File: src/pmrc_map.svh
// Constants for the power mode and reset controller
`ifndef PMRC_MAP_SVH
`define PMRC_MAP_SVH
`define PMRC_EXT_LINES      16
`define PMRC_WAKE_BITS      25
`define PMRC_WK_RTC_ALARM   16
`define PMRC_WK_LOW_SUPPLY  17
`define PMRC_WK_CMP0        18
`define PMRC_WK_CMP1        19
`define PMRC_WK_USB         20
`define PMRC_WK_TAMPER      21
`define PMRC_WK_SERIAL      22
`define PMRC_WK_CEC         23
`define PMRC_WK_IRQ         24
`define PMRC_RST_HOLD_NS    64
`define PMRC_CLK_NS         4
`define PMRC_RST_HOLD_CYC   ((`PMRC_RST_HOLD_NS + `PMRC_CLK_NS - 1) / `PMRC_CLK_NS)
`define PMRC_BOOT_FLASH     2'h0
`define PMRC_BOOT_SYSMEM    2'h1
`define PMRC_BOOT_SRAM      2'h2
`define PMRC_CLK_IRC        2'h0
`endif

File: src/pmrc_pkg.sv
// Types for the power mode and reset controller
package pmrc_pkg;
	typedef enum logic [4:0]
	{
		PMRC_RUN     = 5'h01,
		PMRC_SLEEP   = 5'h02,
		PMRC_DEEP    = 5'h04,
		PMRC_STANDBY = 5'h08,
		PMRC_RESET   = 5'h10
	} pmrc_mode_e;
	typedef struct packed
	{
		logic core_clk_en;
		logic periph_clk_en;
		logic fast_rc_en;
		logic fast_xtal_en;
		logic pll_en;
		logic regulator_en;
		logic core_domain_on;
	} pmrc_power_s;
	typedef struct packed
	{
		logic power_rst_n;
		logic system_rst_n;
		logic backup_rst_n;
	} pmrc_resets_s;
endpackage

File: src/pmrc_reset_hold.sv
// Stretches a reset request into a held reset of fixed minimum length
`timescale 1ns/1ps
`include "pmrc_map.svh"
module pmrc_reset_hold
	import pmrc_pkg::*;
(
	input  wire logic clk_in,
	input  wire logic reset_n_in,
	input  wire logic req_in,
	output logic      rst_n_out
);
	localparam int unsigned HOLD = `PMRC_RST_HOLD_CYC;
	logic [7:0] cnt_ff;
	// Request keeps reloading, so reset lasts as long as the cause plus HOLD
	always_ff @(posedge clk_in or negedge reset_n_in)
	begin
		if (!reset_n_in)
			cnt_ff <= 8'(HOLD);
		else if (req_in)
			cnt_ff <= 8'(HOLD);
		else if (cnt_ff != 8'h00)
			cnt_ff <= cnt_ff - 8'h01;
	end
	assign rst_n_out = (cnt_ff == 8'h00) && !req_in;
endmodule

File: src/pmrc_top.sv
// Power mode sequencer and reset control
`timescale 1ns/1ps
`include "pmrc_map.svh"
module pmrc_top
	import pmrc_pkg::*;
(
	input  wire logic                       clk_in,
	input  wire logic                       reset_n_in,
	input  wire logic                       sleep_req_in,
	input  wire logic                       deep_req_in,
	input  wire logic                       standby_req_in,
	input  wire logic                       irq_pending_in,
	input  wire logic [`PMRC_EXT_LINES-1:0] external_event_lines_in,
	input  wire logic                       rtc_alarm_in,
	input  wire logic                       comparator_outputs_in,
	input  wire logic                       comparator1_out_in,
	input  wire logic                       usb_wake_in,
	input  wire logic                       rtc_tamper_in,
	input  wire logic                       first_serial_port_wake_in,
	input  wire logic                       cec_wake_in,
	input  wire logic                       free_watchdog_rst_in,
	input  wire logic                       external_reset_pin_n_in,
	input  wire logic                       wake_pin_in,
	input  wire logic                       supply_ok_in,
	input  wire logic                       supply_above_lvd_in,
	input  wire logic                       backup_rst_req_in,
	input  wire logic                       soft_rst_req_in,
	input  wire logic [1:0]                 boot_pins_in,
	output pmrc_power_s                     power_out,
	output pmrc_resets_s                    resets_out,
	output logic                            debug_port_rst_n_out,
	output logic [1:0]                      clk_sel_out,
	output logic [1:0]                      boot_src_out,
	output logic                            low_supply_irq_out,
	output pmrc_mode_e                      mode_out
);
	pmrc_mode_e                  mode_ff;
	pmrc_mode_e                  nxt_mode;
	logic [1:0]                  clk_sel_ff;
	logic [1:0]                  boot_src_ff;
	logic                        wake_pin_ff;
	logic                        low_supply_ff;
	logic                        power_req;
	logic                        sys_req;
	logic                        sys_rst_n;
	logic                        power_rst_n;
	logic [`PMRC_WAKE_BITS-1:0]  deep_wake;
	logic                        standby_wake;

	function automatic logic [1:0] decode_boot(input logic [1:0] pins);
		case (pins)
			2'b01:   decode_boot = `PMRC_BOOT_SYSMEM;
			2'b11:   decode_boot = `PMRC_BOOT_SRAM;
			default: decode_boot = `PMRC_BOOT_FLASH;
		endcase
	endfunction

	always_comb
	begin
		deep_wake = '0;
		deep_wake[`PMRC_EXT_LINES-1:0] = external_event_lines_in;
		deep_wake[`PMRC_WK_RTC_ALARM]  = rtc_alarm_in;
		deep_wake[`PMRC_WK_LOW_SUPPLY] = low_supply_ff;
		deep_wake[`PMRC_WK_CMP0]       = comparator_outputs_in;
		deep_wake[`PMRC_WK_CMP1]       = comparator1_out_in;
		deep_wake[`PMRC_WK_USB]        = usb_wake_in;
		deep_wake[`PMRC_WK_TAMPER]     = rtc_tamper_in;
		deep_wake[`PMRC_WK_SERIAL]     = first_serial_port_wake_in;
		deep_wake[`PMRC_WK_CEC]        = cec_wake_in;
		deep_wake[`PMRC_WK_IRQ]        = irq_pending_in;
	end

	// Only these four, besides supply loss and soft reset, leave standby
	assign standby_wake = !external_reset_pin_n_in || rtc_alarm_in || free_watchdog_rst_in
		|| (wake_pin_in && !wake_pin_ff);

	// Supply supervisor overrides everything
	assign power_req = !supply_ok_in;
	// Standby wake restarts the core domain as a reset
	assign sys_req = power_req || !external_reset_pin_n_in || free_watchdog_rst_in || soft_rst_req_in
		|| (mode_ff == PMRC_STANDBY && standby_wake);

	pmrc_reset_hold u_power_hold
	(
		.clk_in     (clk_in),
		.reset_n_in (reset_n_in),
		.req_in     (power_req),
		.rst_n_out  (power_rst_n)
	);
	pmrc_reset_hold u_sys_hold
	(
		.clk_in     (clk_in),
		.reset_n_in (reset_n_in),
		.req_in     (sys_req),
		.rst_n_out  (sys_rst_n)
	);

	always_comb
	begin
		nxt_mode = mode_ff;
		case (mode_ff)
			PMRC_RESET:   if (sys_rst_n) nxt_mode = PMRC_RUN;
			PMRC_RUN:
			begin
				if (standby_req_in)
					nxt_mode = PMRC_STANDBY;
				else if (deep_req_in)
					nxt_mode = PMRC_DEEP;
				else if (sleep_req_in)
					nxt_mode = PMRC_SLEEP;
			end
			PMRC_SLEEP:   if (irq_pending_in || |external_event_lines_in) nxt_mode = PMRC_RUN;
			PMRC_DEEP:    if (|deep_wake) nxt_mode = PMRC_RUN;
			PMRC_STANDBY: nxt_mode = PMRC_STANDBY;
			default:      nxt_mode = PMRC_RESET;
		endcase
		if (!sys_rst_n)
			nxt_mode = PMRC_RESET;
	end

	always_ff @(posedge clk_in or negedge reset_n_in)
	begin
		if (!reset_n_in)
			mode_ff <= PMRC_RESET;
		else
			mode_ff <= nxt_mode;
	end

	always_ff @(posedge clk_in or negedge reset_n_in)
	begin
		if (!reset_n_in)
			wake_pin_ff <= 1'b0;
		else
			wake_pin_ff <= wake_pin_in;
	end

	// Deep-sleep exit and reset both land on the internal fast RC
	always_ff @(posedge clk_in or negedge reset_n_in)
	begin
		if (!reset_n_in)
			clk_sel_ff <= `PMRC_CLK_IRC;
		else if (mode_ff == PMRC_DEEP || mode_ff == PMRC_RESET)
			clk_sel_ff <= `PMRC_CLK_IRC;
	end

	// Pins caught on the last reset cycle, so a standby wake resamples them
	always_ff @(posedge clk_in or negedge reset_n_in)
	begin
		if (!reset_n_in)
			boot_src_ff <= `PMRC_BOOT_FLASH;
		else if (mode_ff == PMRC_RESET && nxt_mode == PMRC_RUN)
			boot_src_ff <= decode_boot(boot_pins_in);
	end

	always_ff @(posedge clk_in or negedge reset_n_in)
	begin
		if (!reset_n_in)
			low_supply_ff <= 1'b0;
		else
			low_supply_ff <= !supply_above_lvd_in;
	end

	always_comb
	begin
		power_out = '0;
		case (mode_ff)
			PMRC_RUN:     power_out = 7'h7F;
			PMRC_SLEEP:   power_out = 7'h3F;
			PMRC_DEEP:    power_out = 7'h03;
			PMRC_STANDBY: power_out = 7'h00;
			PMRC_RESET:   power_out = 7'h13;
			default:      power_out = '0;
		endcase
	end

	// Three classes each from its own cause debug port only on power reset
	assign resets_out.power_rst_n  = power_rst_n;
	assign resets_out.system_rst_n = sys_rst_n;
	assign resets_out.backup_rst_n = !backup_rst_req_in;
	assign debug_port_rst_n_out    = power_rst_n;
	assign clk_sel_out             = clk_sel_ff;
	assign boot_src_out            = boot_src_ff;
	assign low_supply_irq_out      = low_supply_ff;
	assign mode_out                = mode_ff;
endmodule

File: config.mk
export PLATFORM = sky130hd
export DESIGN_NAME = pmrc_top
export DESIGN_NICKNAME = d
export VERILOG_FILES = /design/src/pmrc_pkg.sv /design/src/pmrc_reset_hold.sv /design/src/pmrc_top.sv
export VERILOG_INCLUDE_DIRS = /design/src
export SDC_FILE = /design/constraint.sdc
export NUM_CORES = 1
export LEC_CHECK = 0
export ABC_AREA = 0
export BUFFER_PORTS_ARGS = -buffer_cell sky130_fd_sc_hd__buf_2
export CAP_MARGIN = 20
export CORE_MARGIN = 5
export CORE_UTILIZATION = 53
export CTS_CLUSTER_SIZE = 20
export DETAILED_ROUTE_END_ITERATION = 10
export GPL_TIMING_DRIVEN = 0
export PLACE_DENSITY = 0.85
export SLEW_MARGIN = 30
export SYNTH_ARGS = -nofsm -noshare
export SYNTH_HDL_FRONTEND = slang
export SYNTH_SLANG_ARGS = --single-unit
File: constraint.sdc
create_clock -name clk_in -period 6.01 [get_ports clk_in]
set_clock_uncertainty 0.2 [all_clocks]
set_input_delay 1.202 -clock clk_in [delete_from_list [all_inputs] [get_ports clk_in]]
set_output_delay 1.202 -clock clk_in [all_outputs]
set_load 0.01 [all_outputs]
# Word level (Yosys, flattened, before mapping)
# Cells that the tools add are included.
[word_totals]
ff_bits = 25
latchBits = 0
ram_bits = 0
romBits = 0
output_inout_bits = 21
wordCells = 56
n_memories = 0
[classes]
n_addsub = 2
n_mul = 0
n_div = 0
order_cmp = 0
eq_ne = 9
n_shift = 0
n_mux = 13
bitwise_logic = 0
reduce_logical = 26
[ops]
columns = ["cell", "count"]
rows = [
  ["two-way mux 8 bit", 4],
  ["two-way mux 5 bit", 6],
  ["case mux 7 bit (4 select lines)", 1],
  ["case mux 5 bit (5 select lines)", 1],
  ["OR reduction 25 bit", 1],
  ["logical NOT 8 bit", 2],
  ["nonzero test 8 bit", 2],
  ["OR reduction 16 bit", 1],
  ["subtractor 8 x 1 -> 8 bit, second input constant", 2],
  ["equality test 5 x 1 -> 1 bit, second input constant", 2],
  ["logical OR 1 bit", 8],
  ["logical NOT 1 bit", 6],
  ["equality test 5 x 2 -> 1 bit, second input constant", 1],
  ["equality test 5 x 3 -> 1 bit, second input constant", 1],
  ["equality test 5 x 4 -> 1 bit, second input constant", 1],
  ["equality test 5 bit, second input constant", 1],
  ["logical AND 1 bit", 5],
  ["case mux 2 bit (2 select lines)", 1],
  ["equality test 2 x 1 -> 1 bit, second input constant", 1],
  ["equality test 2 bit, second input constant", 1],
  ["inequality test 2 x 1 -> 1 bit, second input constant", 1],
  ["nonzero test 2 bit", 1],
]

# Depth between registers and ports, before layout
# Gate-level depths: netlist of run 1.
[logic_depth]
ltp_word = 11
mapped_depth = 7
mapped_depth_nobuf = 7

# Cells and area by module
# Synthesis of run 1 repeated with hierarchy kept, for this count alone.
[unflattened]
cells_unflattened = 198
area_unflattened_um2 = 1741.7
[by_module_without_submodules]
columns = ["mod", "instances", "cells_per_inst", "area_per_inst_um2", "seq_area_each_um2"]
rows = [
  ["pmrc_top", 1, 94, 739.5, 226.5],
  ["pmrc_reset_hold at u_power_hold", 1, 52, 535.5, 201.4],
  ["pmrc_reset_hold at u_sys_hold", 1, 52, 466.7, 201.4],
]

# Worst setup path before layout of run 1
# No wires, ideal clock.
[synth_timing]
kind = "input port to output port"
startpoint = "input wake_pin_in"
endpoint = "output resets_out[1] (netlist bit)"
t_arrival_ps = 2084
path_slack_ps = 2524
path_stages = 4
n_path_buf = 1
cell_sequence = "a21oi_1 -> o41ai_2 -> nor2_1 -> buf_4"
[synth_via]
elab_chain_len = 6
[synth_rtl]
columns = ["element", "line", "source"]
rows = [
  ["start: declaration", "pmrc_top.sv:23", "input wire logic wake_pin_in,"],
  ["logical AND 1 bit", "pmrc_top.sv:75", "|| (wake_pin_in && !wake_pin_ff);"],
  ["logical OR 1 bit", "pmrc_top.sv:75", ""],
  ["logical AND 1 bit", "pmrc_top.sv:81", "|| (mode_ff == PMRC_STANDBY && standby_wake);"],
  ["logical OR 1 bit", "pmrc_top.sv:81", ""],
  ["logical NOT 1 bit", "pmrc_reset_hold.sv:24", "assign rst_n_out = (cnt_ff == 8'h00) && !req_in;"],
  ["logical AND 1 bit", "pmrc_reset_hold.sv:24", ""],
  ["end: declaration", "pmrc_top.sv:30", "output pmrc_resets_s resets_out,"],
]
# Every way passes these cells.

# Worst setup path after layout of run 1
# Same ends and word-level chain as after synthesis.

==> metrics, run 1 <==
FFs w/ async S/R, synth 100%; share of layout cells above drive strength 1 roughly a third; mean post-synth cell area 8.88 um2; Multi-input gate area 821 um2; CP arrival ~2.5 ns; area grow syn2layout 21.9%; Tmin final 3.92 ns; grt total ovfl 0; final hold vios 0; antenna violation net count after detailed routing 0; nets@finish ~280; Worst-path clk slew 0.13 ns; vias in the first global route 1296; Distinct cells, synth 48; number of synthesized register bits 25; hold buffers post-CTS 0; crit path max fanout 9; Die X between 60 and 70 um; setup_tns 0 ns; Remaining DRCs 0; Routed wire per std cell 12.5 um; Initial Util 56.0%; CTS tree yes; GR Util met3 approximately 3.6%; Worst setup SP type input pin; Post-Route WL 3.34 mm; predominant post-synthesis flop cell dfrtp_1; Detailed Route Iter0 Violations 118; Final GP Congestion 0.850; GRT met2 Usage roughly 29%; hold slack 0.332 ns; VDD IR max 0.000204 V; Seq. cell area around 630 um2; Root Buffer clkbuf_4; RSZ-0062 raised after global routing no; All-Layer GR Usage ~16%; most common library cell in the layout ignoring fill and taps buf_2; fillers roughly 240; P_leak between 0.9 and 1 nW; Vert. Die Dim 64.5 um; Req. time, crit path about 4.6 ns; fin crit share about 65%; Post-synth EDFFs 0; Critical Path End Type output pin; most frequent cells in the layout buf_2 (56), dfrtp_1 (22), nor2_1 (21), nor3_1 (14), inv_1 (12); DP Area ~1900 um2; first-pass GRT wire length 5.49 mm; sequential share of the synthesized area approximately two fifths; largest net degree at the start of global routing 26; die area 4150 um2; Ys Warns 0; Max Freq 255 MHz; core area 2810 um2; post_cts resized 0; row count 19; gr busiest metal met2; dpl hpwl 2.66 mm; Clock Path Buffers 2; Hold Path Class reg -> reg; slew margin rel. between 40 and 50%; Final Max Tran Viols 0; Final setup violation count 0; maxcap violations 0; clock latency at the later pin of the worst-skew pair 0.31 ns; cell area after synthesis 1570 um2; Worst Max-Slew Pin Slew 0.835 ns; drt first pass iters 4; IO Port Bufs 55; Power Density 218 nW/um2; cells after synthesis roughly 180; DR vias/cell roughly 5.4; H-tree levels 1; clk sink count 25; initial antenna violation count 0; status finished clean; routed vias 1443; Design Area, Final ~1900 um2; M1 GR Usage 19.7%; Post-CTS Setup Bufs 0; Num CTS Buffers 3; antenna cells 0; Crit Path Category in -> out; I/O pin count 59
## cells by family after synthesis
family / synth area share, %
simple gates: 31.5
buf+inv: 7.96
flops: 40.0
xor+xnor: 3.34
other cells: 0.239
compound gates: 13.5
mux: 1.91
fa+ha+maj: 1.59
## sequential cells by signal, indices dropped and copies added, names as in the netlist
signal / flops
wake_pin_ff: 1
mode_out: 5
low_supply_irq_out: 1
boot_src_out: 2
u_sys_hold.cnt_ff: 8
u_power_hold.cnt_ff: 8
## worst max-delay path, cell delays in order
cell and delay (ns):
buf_2 0.09, a21oi_1 0.08, o41ai_2 0.75, nor2_1 0.11
buf_4 0.16, buf_2 0.13
## area by class of cell
| class | count | share of cell area [%] |
|---|---|---|
| well taps | 31 | 2.02 |
| inverters | 13 | 2.55 |
| clock buffers | 4 | 1.37 |
| flip-flops and latches | 25 | 32.9 |
| repair buffers | 55 | 14.4 |
| multi-input cells | 129 | 42.8 |
| plain buffers | 11 | 3.98 |
## worst paths after layout
| path | cells past startpoint | slack (ns) | to | start |
|---|---|---|---|---|
| max | 6 | 2.09 | resets_out[1] | wake_pin_in |
| min | 2 | 0.33 | boot_src_out[0]$_DFFE_PN0P_ | boot_src_out[0]$_DFFE_PN0P_ |
| max reg2reg | 7 | 3.83 | u_power_hold.cnt_ff[5]$_DFFE_PN0N_ | u_power_hold.cnt_ff[0]$_DFFE_PN0N_ |
| min reg2reg | 2 | 0.33 | boot_src_out[0]$_DFFE_PN0P_ | boot_src_out[0]$_DFFE_PN0P_ |
| max in group asynchronous | 1 | 4.58 | mode_out[4]$_DFF_PN1_ | reset_n_in |
| min in group asynchronous | 1 | 0.65 | u_power_hold.cnt_ff[1]$_DFFE_PN0N_ | reset_n_in |
## synth_stat cells, drive strengths merged (2+ instances only)
master / instances / area [um2]
dfrtp: 22 / 551
nor2: 21 / 78.8
nor3: 14 / 70.1
inv: 13 / 48.8
a21oi: 9 / 45.0
buf: 9 / 68.8
o21ai: 9 / 45.0
nor4: 8 / 50.1
nand2: 7 / 26.3
and2: 4 / 25.0
nand2b: 4 / 25.0
nand3: 4 / 20.0
nor2b: 4 / 25.0
nor3b: 4 / 52.6
dfstp: 3 / 78.8
mux2i: 3 / 30.0
nand3b: 3 / 22.5
or3: 3 / 18.8
xnor2: 3 / 26.3
xor2: 3 / 26.3
clkbuf: 2 / 7.51
ha: 2 / 25.0
o21a: 2 / 15.0
or3b: 2 / 22.5
## power breakdown
group / total, W / leakage, nW / internal (W) / switching, W
logic: 0.000131 / 0.615 / 0.0000680 / 0.0000626
clock network: 0.0000722 / 0.0150 / 0.0000259 / 0.0000463
registers: 0.000214 / 0.320 / 0.000192 / 0.0000221
total: 0.000417 / 0.949 / 0.000286 / 0.000131
## per-layer routing
layer	wire length, um	vias up
met1	1440	668
met5	0	-
li1	-	732
met3	275	2
met2	1610	41
met4	22	0
## through the flow
| stage | power [W] | cells | setup WS (ns) | util (%) |
|---|---|---|---|---|
| detailed placement | 0.000348 | 264 | 2.04 | 67.4 |
| global placement | 0.000341 | 264 | 2.06 | 67.4 |
| CTS | 0.000421 | 268 | 2.07 | 68.3 |
| finish | 0.000417 | 268 | 2.09 | 68.3 |
| floorplan | 0.000308 | 178 | 2.52 | - |
| global route | 0.000444 | 268 | 1.95 | 68.3 |
(Power assumes the default switching activity.)
==> run 2, diff against run 1 <==
--- a/config.mk
+++ b/config.mk
@@ -10,11 +10,11 @@
 export BUFFER_PORTS_ARGS = -buffer_cell sky130_fd_sc_hd__buf_2
 export CAP_MARGIN = 20
 export CORE_MARGIN = 5
-export CORE_UTILIZATION = 53
+export CORE_UTILIZATION = 49
 export CTS_CLUSTER_SIZE = 20
 export DETAILED_ROUTE_END_ITERATION = 10
 export GPL_TIMING_DRIVEN = 0
-export PLACE_DENSITY = 0.85
+export PLACE_DENSITY = 0.8
 export SLEW_MARGIN = 30
 export SYNTH_ARGS = -nofsm -noshare
 export SYNTH_HDL_FRONTEND = slang
==> constraint.sdc (replaced) <==
create_clock -name clk_in -period 3.71 [get_ports clk_in]
set_clock_uncertainty 0.2 [all_clocks]
set_input_delay 0.742 -clock clk_in [delete_from_list [all_inputs] [get_ports clk_in]]
set_output_delay 0.742 -clock clk_in [all_outputs]
set_load 0.01 [all_outputs]
==> run 2 against run 1 <==
  * Via count shrank 0.97%
  * Largest cell class unchanged
  * Wire length grew 2.4%
  * Critical endpoint unchanged
  * Critical path depth grew 1
  * Clock-buffer cell count shrank 1
  * Worst hold slack lost 0.15 ns
  * Sequential power grew 63%
  * Critical path type is now reg -> out
  * Combinational power grew 60%
  * Clock power grew 63%
  * Flip-flop and latch count is the same
  * Die area grew 6.9%
  * Sequential share of layout area shrank 0.30 points
==> metrics, run 2 (synthesis gave the netlist of run 1 again) <==
status finished clean; CP Buf/Inv Count 3; CTS tree yes; Worst setup SP type register; largest net degree at the start of global routing 26; Crit. path cell count 7; All-Layer GR Usage around 16%; crit-path cells buf_2 -> nor2_1 -> nand2_1 -> o41ai_2 -> nor2_1 -> buf_4 -> buf_2; Hold Path Class in -> async; P_sw 0.000212 W; Power Density 349 nW/um2; Die X 66.6 um; routed vias approximately 1.4k; Comb power frac 31.0%; slowest stage delay, CP 0.70 ns; vias in the first global route 1336; hold slack 0.181 ns; critical path's slowest cell o41ai_2; Routed wire per std cell 12.2 um; Req. time, crit path 2.77 ns; IO Port Bufs 55; fin crit share 87.5%; Root Buffer clkbuf_4; antenna cells 0; CP arrival 2.30 ns; maxcap violations 0; P_leak between 0.9 and 1 nW; post_cts resized 0; Vert. Die Dim 66.6 um; H-tree levels 1; Final setup violation count 0; Tot Pwr slightly below 0.0007 W; Worst-path clk slew 0.13 ns; Remaining DRCs 0; Sw Ratio roughly a third; area grow syn2layout 23.0%; drt first pass iters 4; VDD IR max about 0.00027 V; crit path max fanout 9; RSZ-0062 raised after global routing no; Post-Route WL 3.42 mm; Final GP Congestion between 0.8 and 0.9; Max Freq a little over 300 MHz; Tmin final 3.25 ns; hold buffers post-CTS 0; Num CTS Buffers 3; setup_tns 0 ns; row count 20; most frequent cells in the layout buf_2 (56), dfrtp_1 (22), nor2_1 (21), nor3_1 (14), inv_1 (12); Final Max Tran Viols 0; Clock Path Buffers 2; core area 3050 um2; DP Area about 1900 um2; Design Area, Final between 1500 and 2000 um2; sequential share of power approximately half; initial antenna violation count 0; first-pass GRT wire length 5.73 mm; Critical Path End Type output pin; slew margin rel. 41.6%; Worst Max-Slew Pin Slew approximately 0.87 ns; Clock power frac 17.4%; most common library cell in the layout ignoring fill and taps buf_2; clock latency at the later pin of the worst-skew pair 0.32 ns; final hold vios 0; Initial Util 51.5%; DR vias/cell 5.09; Post-CTS Setup Bufs 0; delay-heaviest family, CP compound AO/OA/AOI/OAI gates; Reg2Reg Depth 7; die area 4440 um2; Crit Path Category reg -> out; nets@finish 278; dpl hpwl 2.76 mm; Internal 0.000462 W; grt total ovfl 0; I/O pin count 59; antenna violation net count after detailed routing 0; fillers 270; Detailed Route Iter0 Violations 74; clk sink count 25; share of layout cells above drive strength 1 33.8%
[run 2: path summary, 6_finish.rpt]
check                                                   startpoint                                  to  slack (ns)
worst max-delay path                         mode_out[0]$_DFF_PN0_                       resets_out[1]        0.46
worst min-delay path                                    reset_n_in  u_power_hold.cnt_ff[0]$_DFFE_PN0N_        0.18
worst max register to register  u_power_hold.cnt_ff[0]$_DFFE_PN0N_  u_power_hold.cnt_ff[5]$_DFFE_PN0N_        1.52
worst min register to register  u_power_hold.cnt_ff[4]$_DFFE_PN1N_  u_power_hold.cnt_ff[4]$_DFFE_PN1N_        0.33
max in group asynchronous                               reset_n_in               mode_out[4]$_DFF_PN1_        2.75
min in group clk_in             u_power_hold.cnt_ff[4]$_DFFE_PN1N_  u_power_hold.cnt_ff[4]$_DFFE_PN1N_        0.33
[run 2: routing by layer]
layer | global-route usage (%) | up-vias | share of wire, %
met3 | 3.37 | 4 | 11
met1 | 19.9 | 637 | 43
li1 | - | 736 | -
met4 | 5.33 | 0 | 1.1
met2 | 28.5 | 52 | 45
met5 | 0 | - | 0
[run 2: power groups by stage]
stage               Clock, W  Combinational, W  Sequential [W]
floorplan                  0          0.000154        0.000346
global placement           0          0.000204        0.000351
detailed placement         0          0.000211        0.000352
CTS                 0.000125          0.000213        0.000347
global route        0.000134          0.000239        0.000354
finish              0.000118          0.000209        0.000348
[run 2: worst register-to-register path, stage by stage (launching register included)]
cell	delay (ns)
dfrtp_1	0.44
inv_1	0.07
ha_1	0.18
or3b_4	0.43
nor3b_4	0.34
nor3b_1	0.11
xor2_1	0.15
and2_1	0.17
[run 2: area by class of cell]
class	count	area, um2	share of cell area (%)
buffer	11	76.3	3.95
clock buffer	3	22.5	1.17
clock inverter	1	5.00	0.259
inverter	13	48.8	2.52
multi-input combinational	129	821	42.5
sequential	25	629	32.6
tap	44	55.1	2.85
timing repair buffer	55	275	14.2
[run 2: through the flow]
stage	worst slack (ns)	utilization, %	cells
6_report	0.465	63.3	281
5_1_grt	0.205	63.3	281
4_1_cts	0.435	63.3	281
3_5_place_dp	0.659	62.4	277
3_3_place_gp	0.686	62.4	277
2_1_floorplan	1.11	-	178
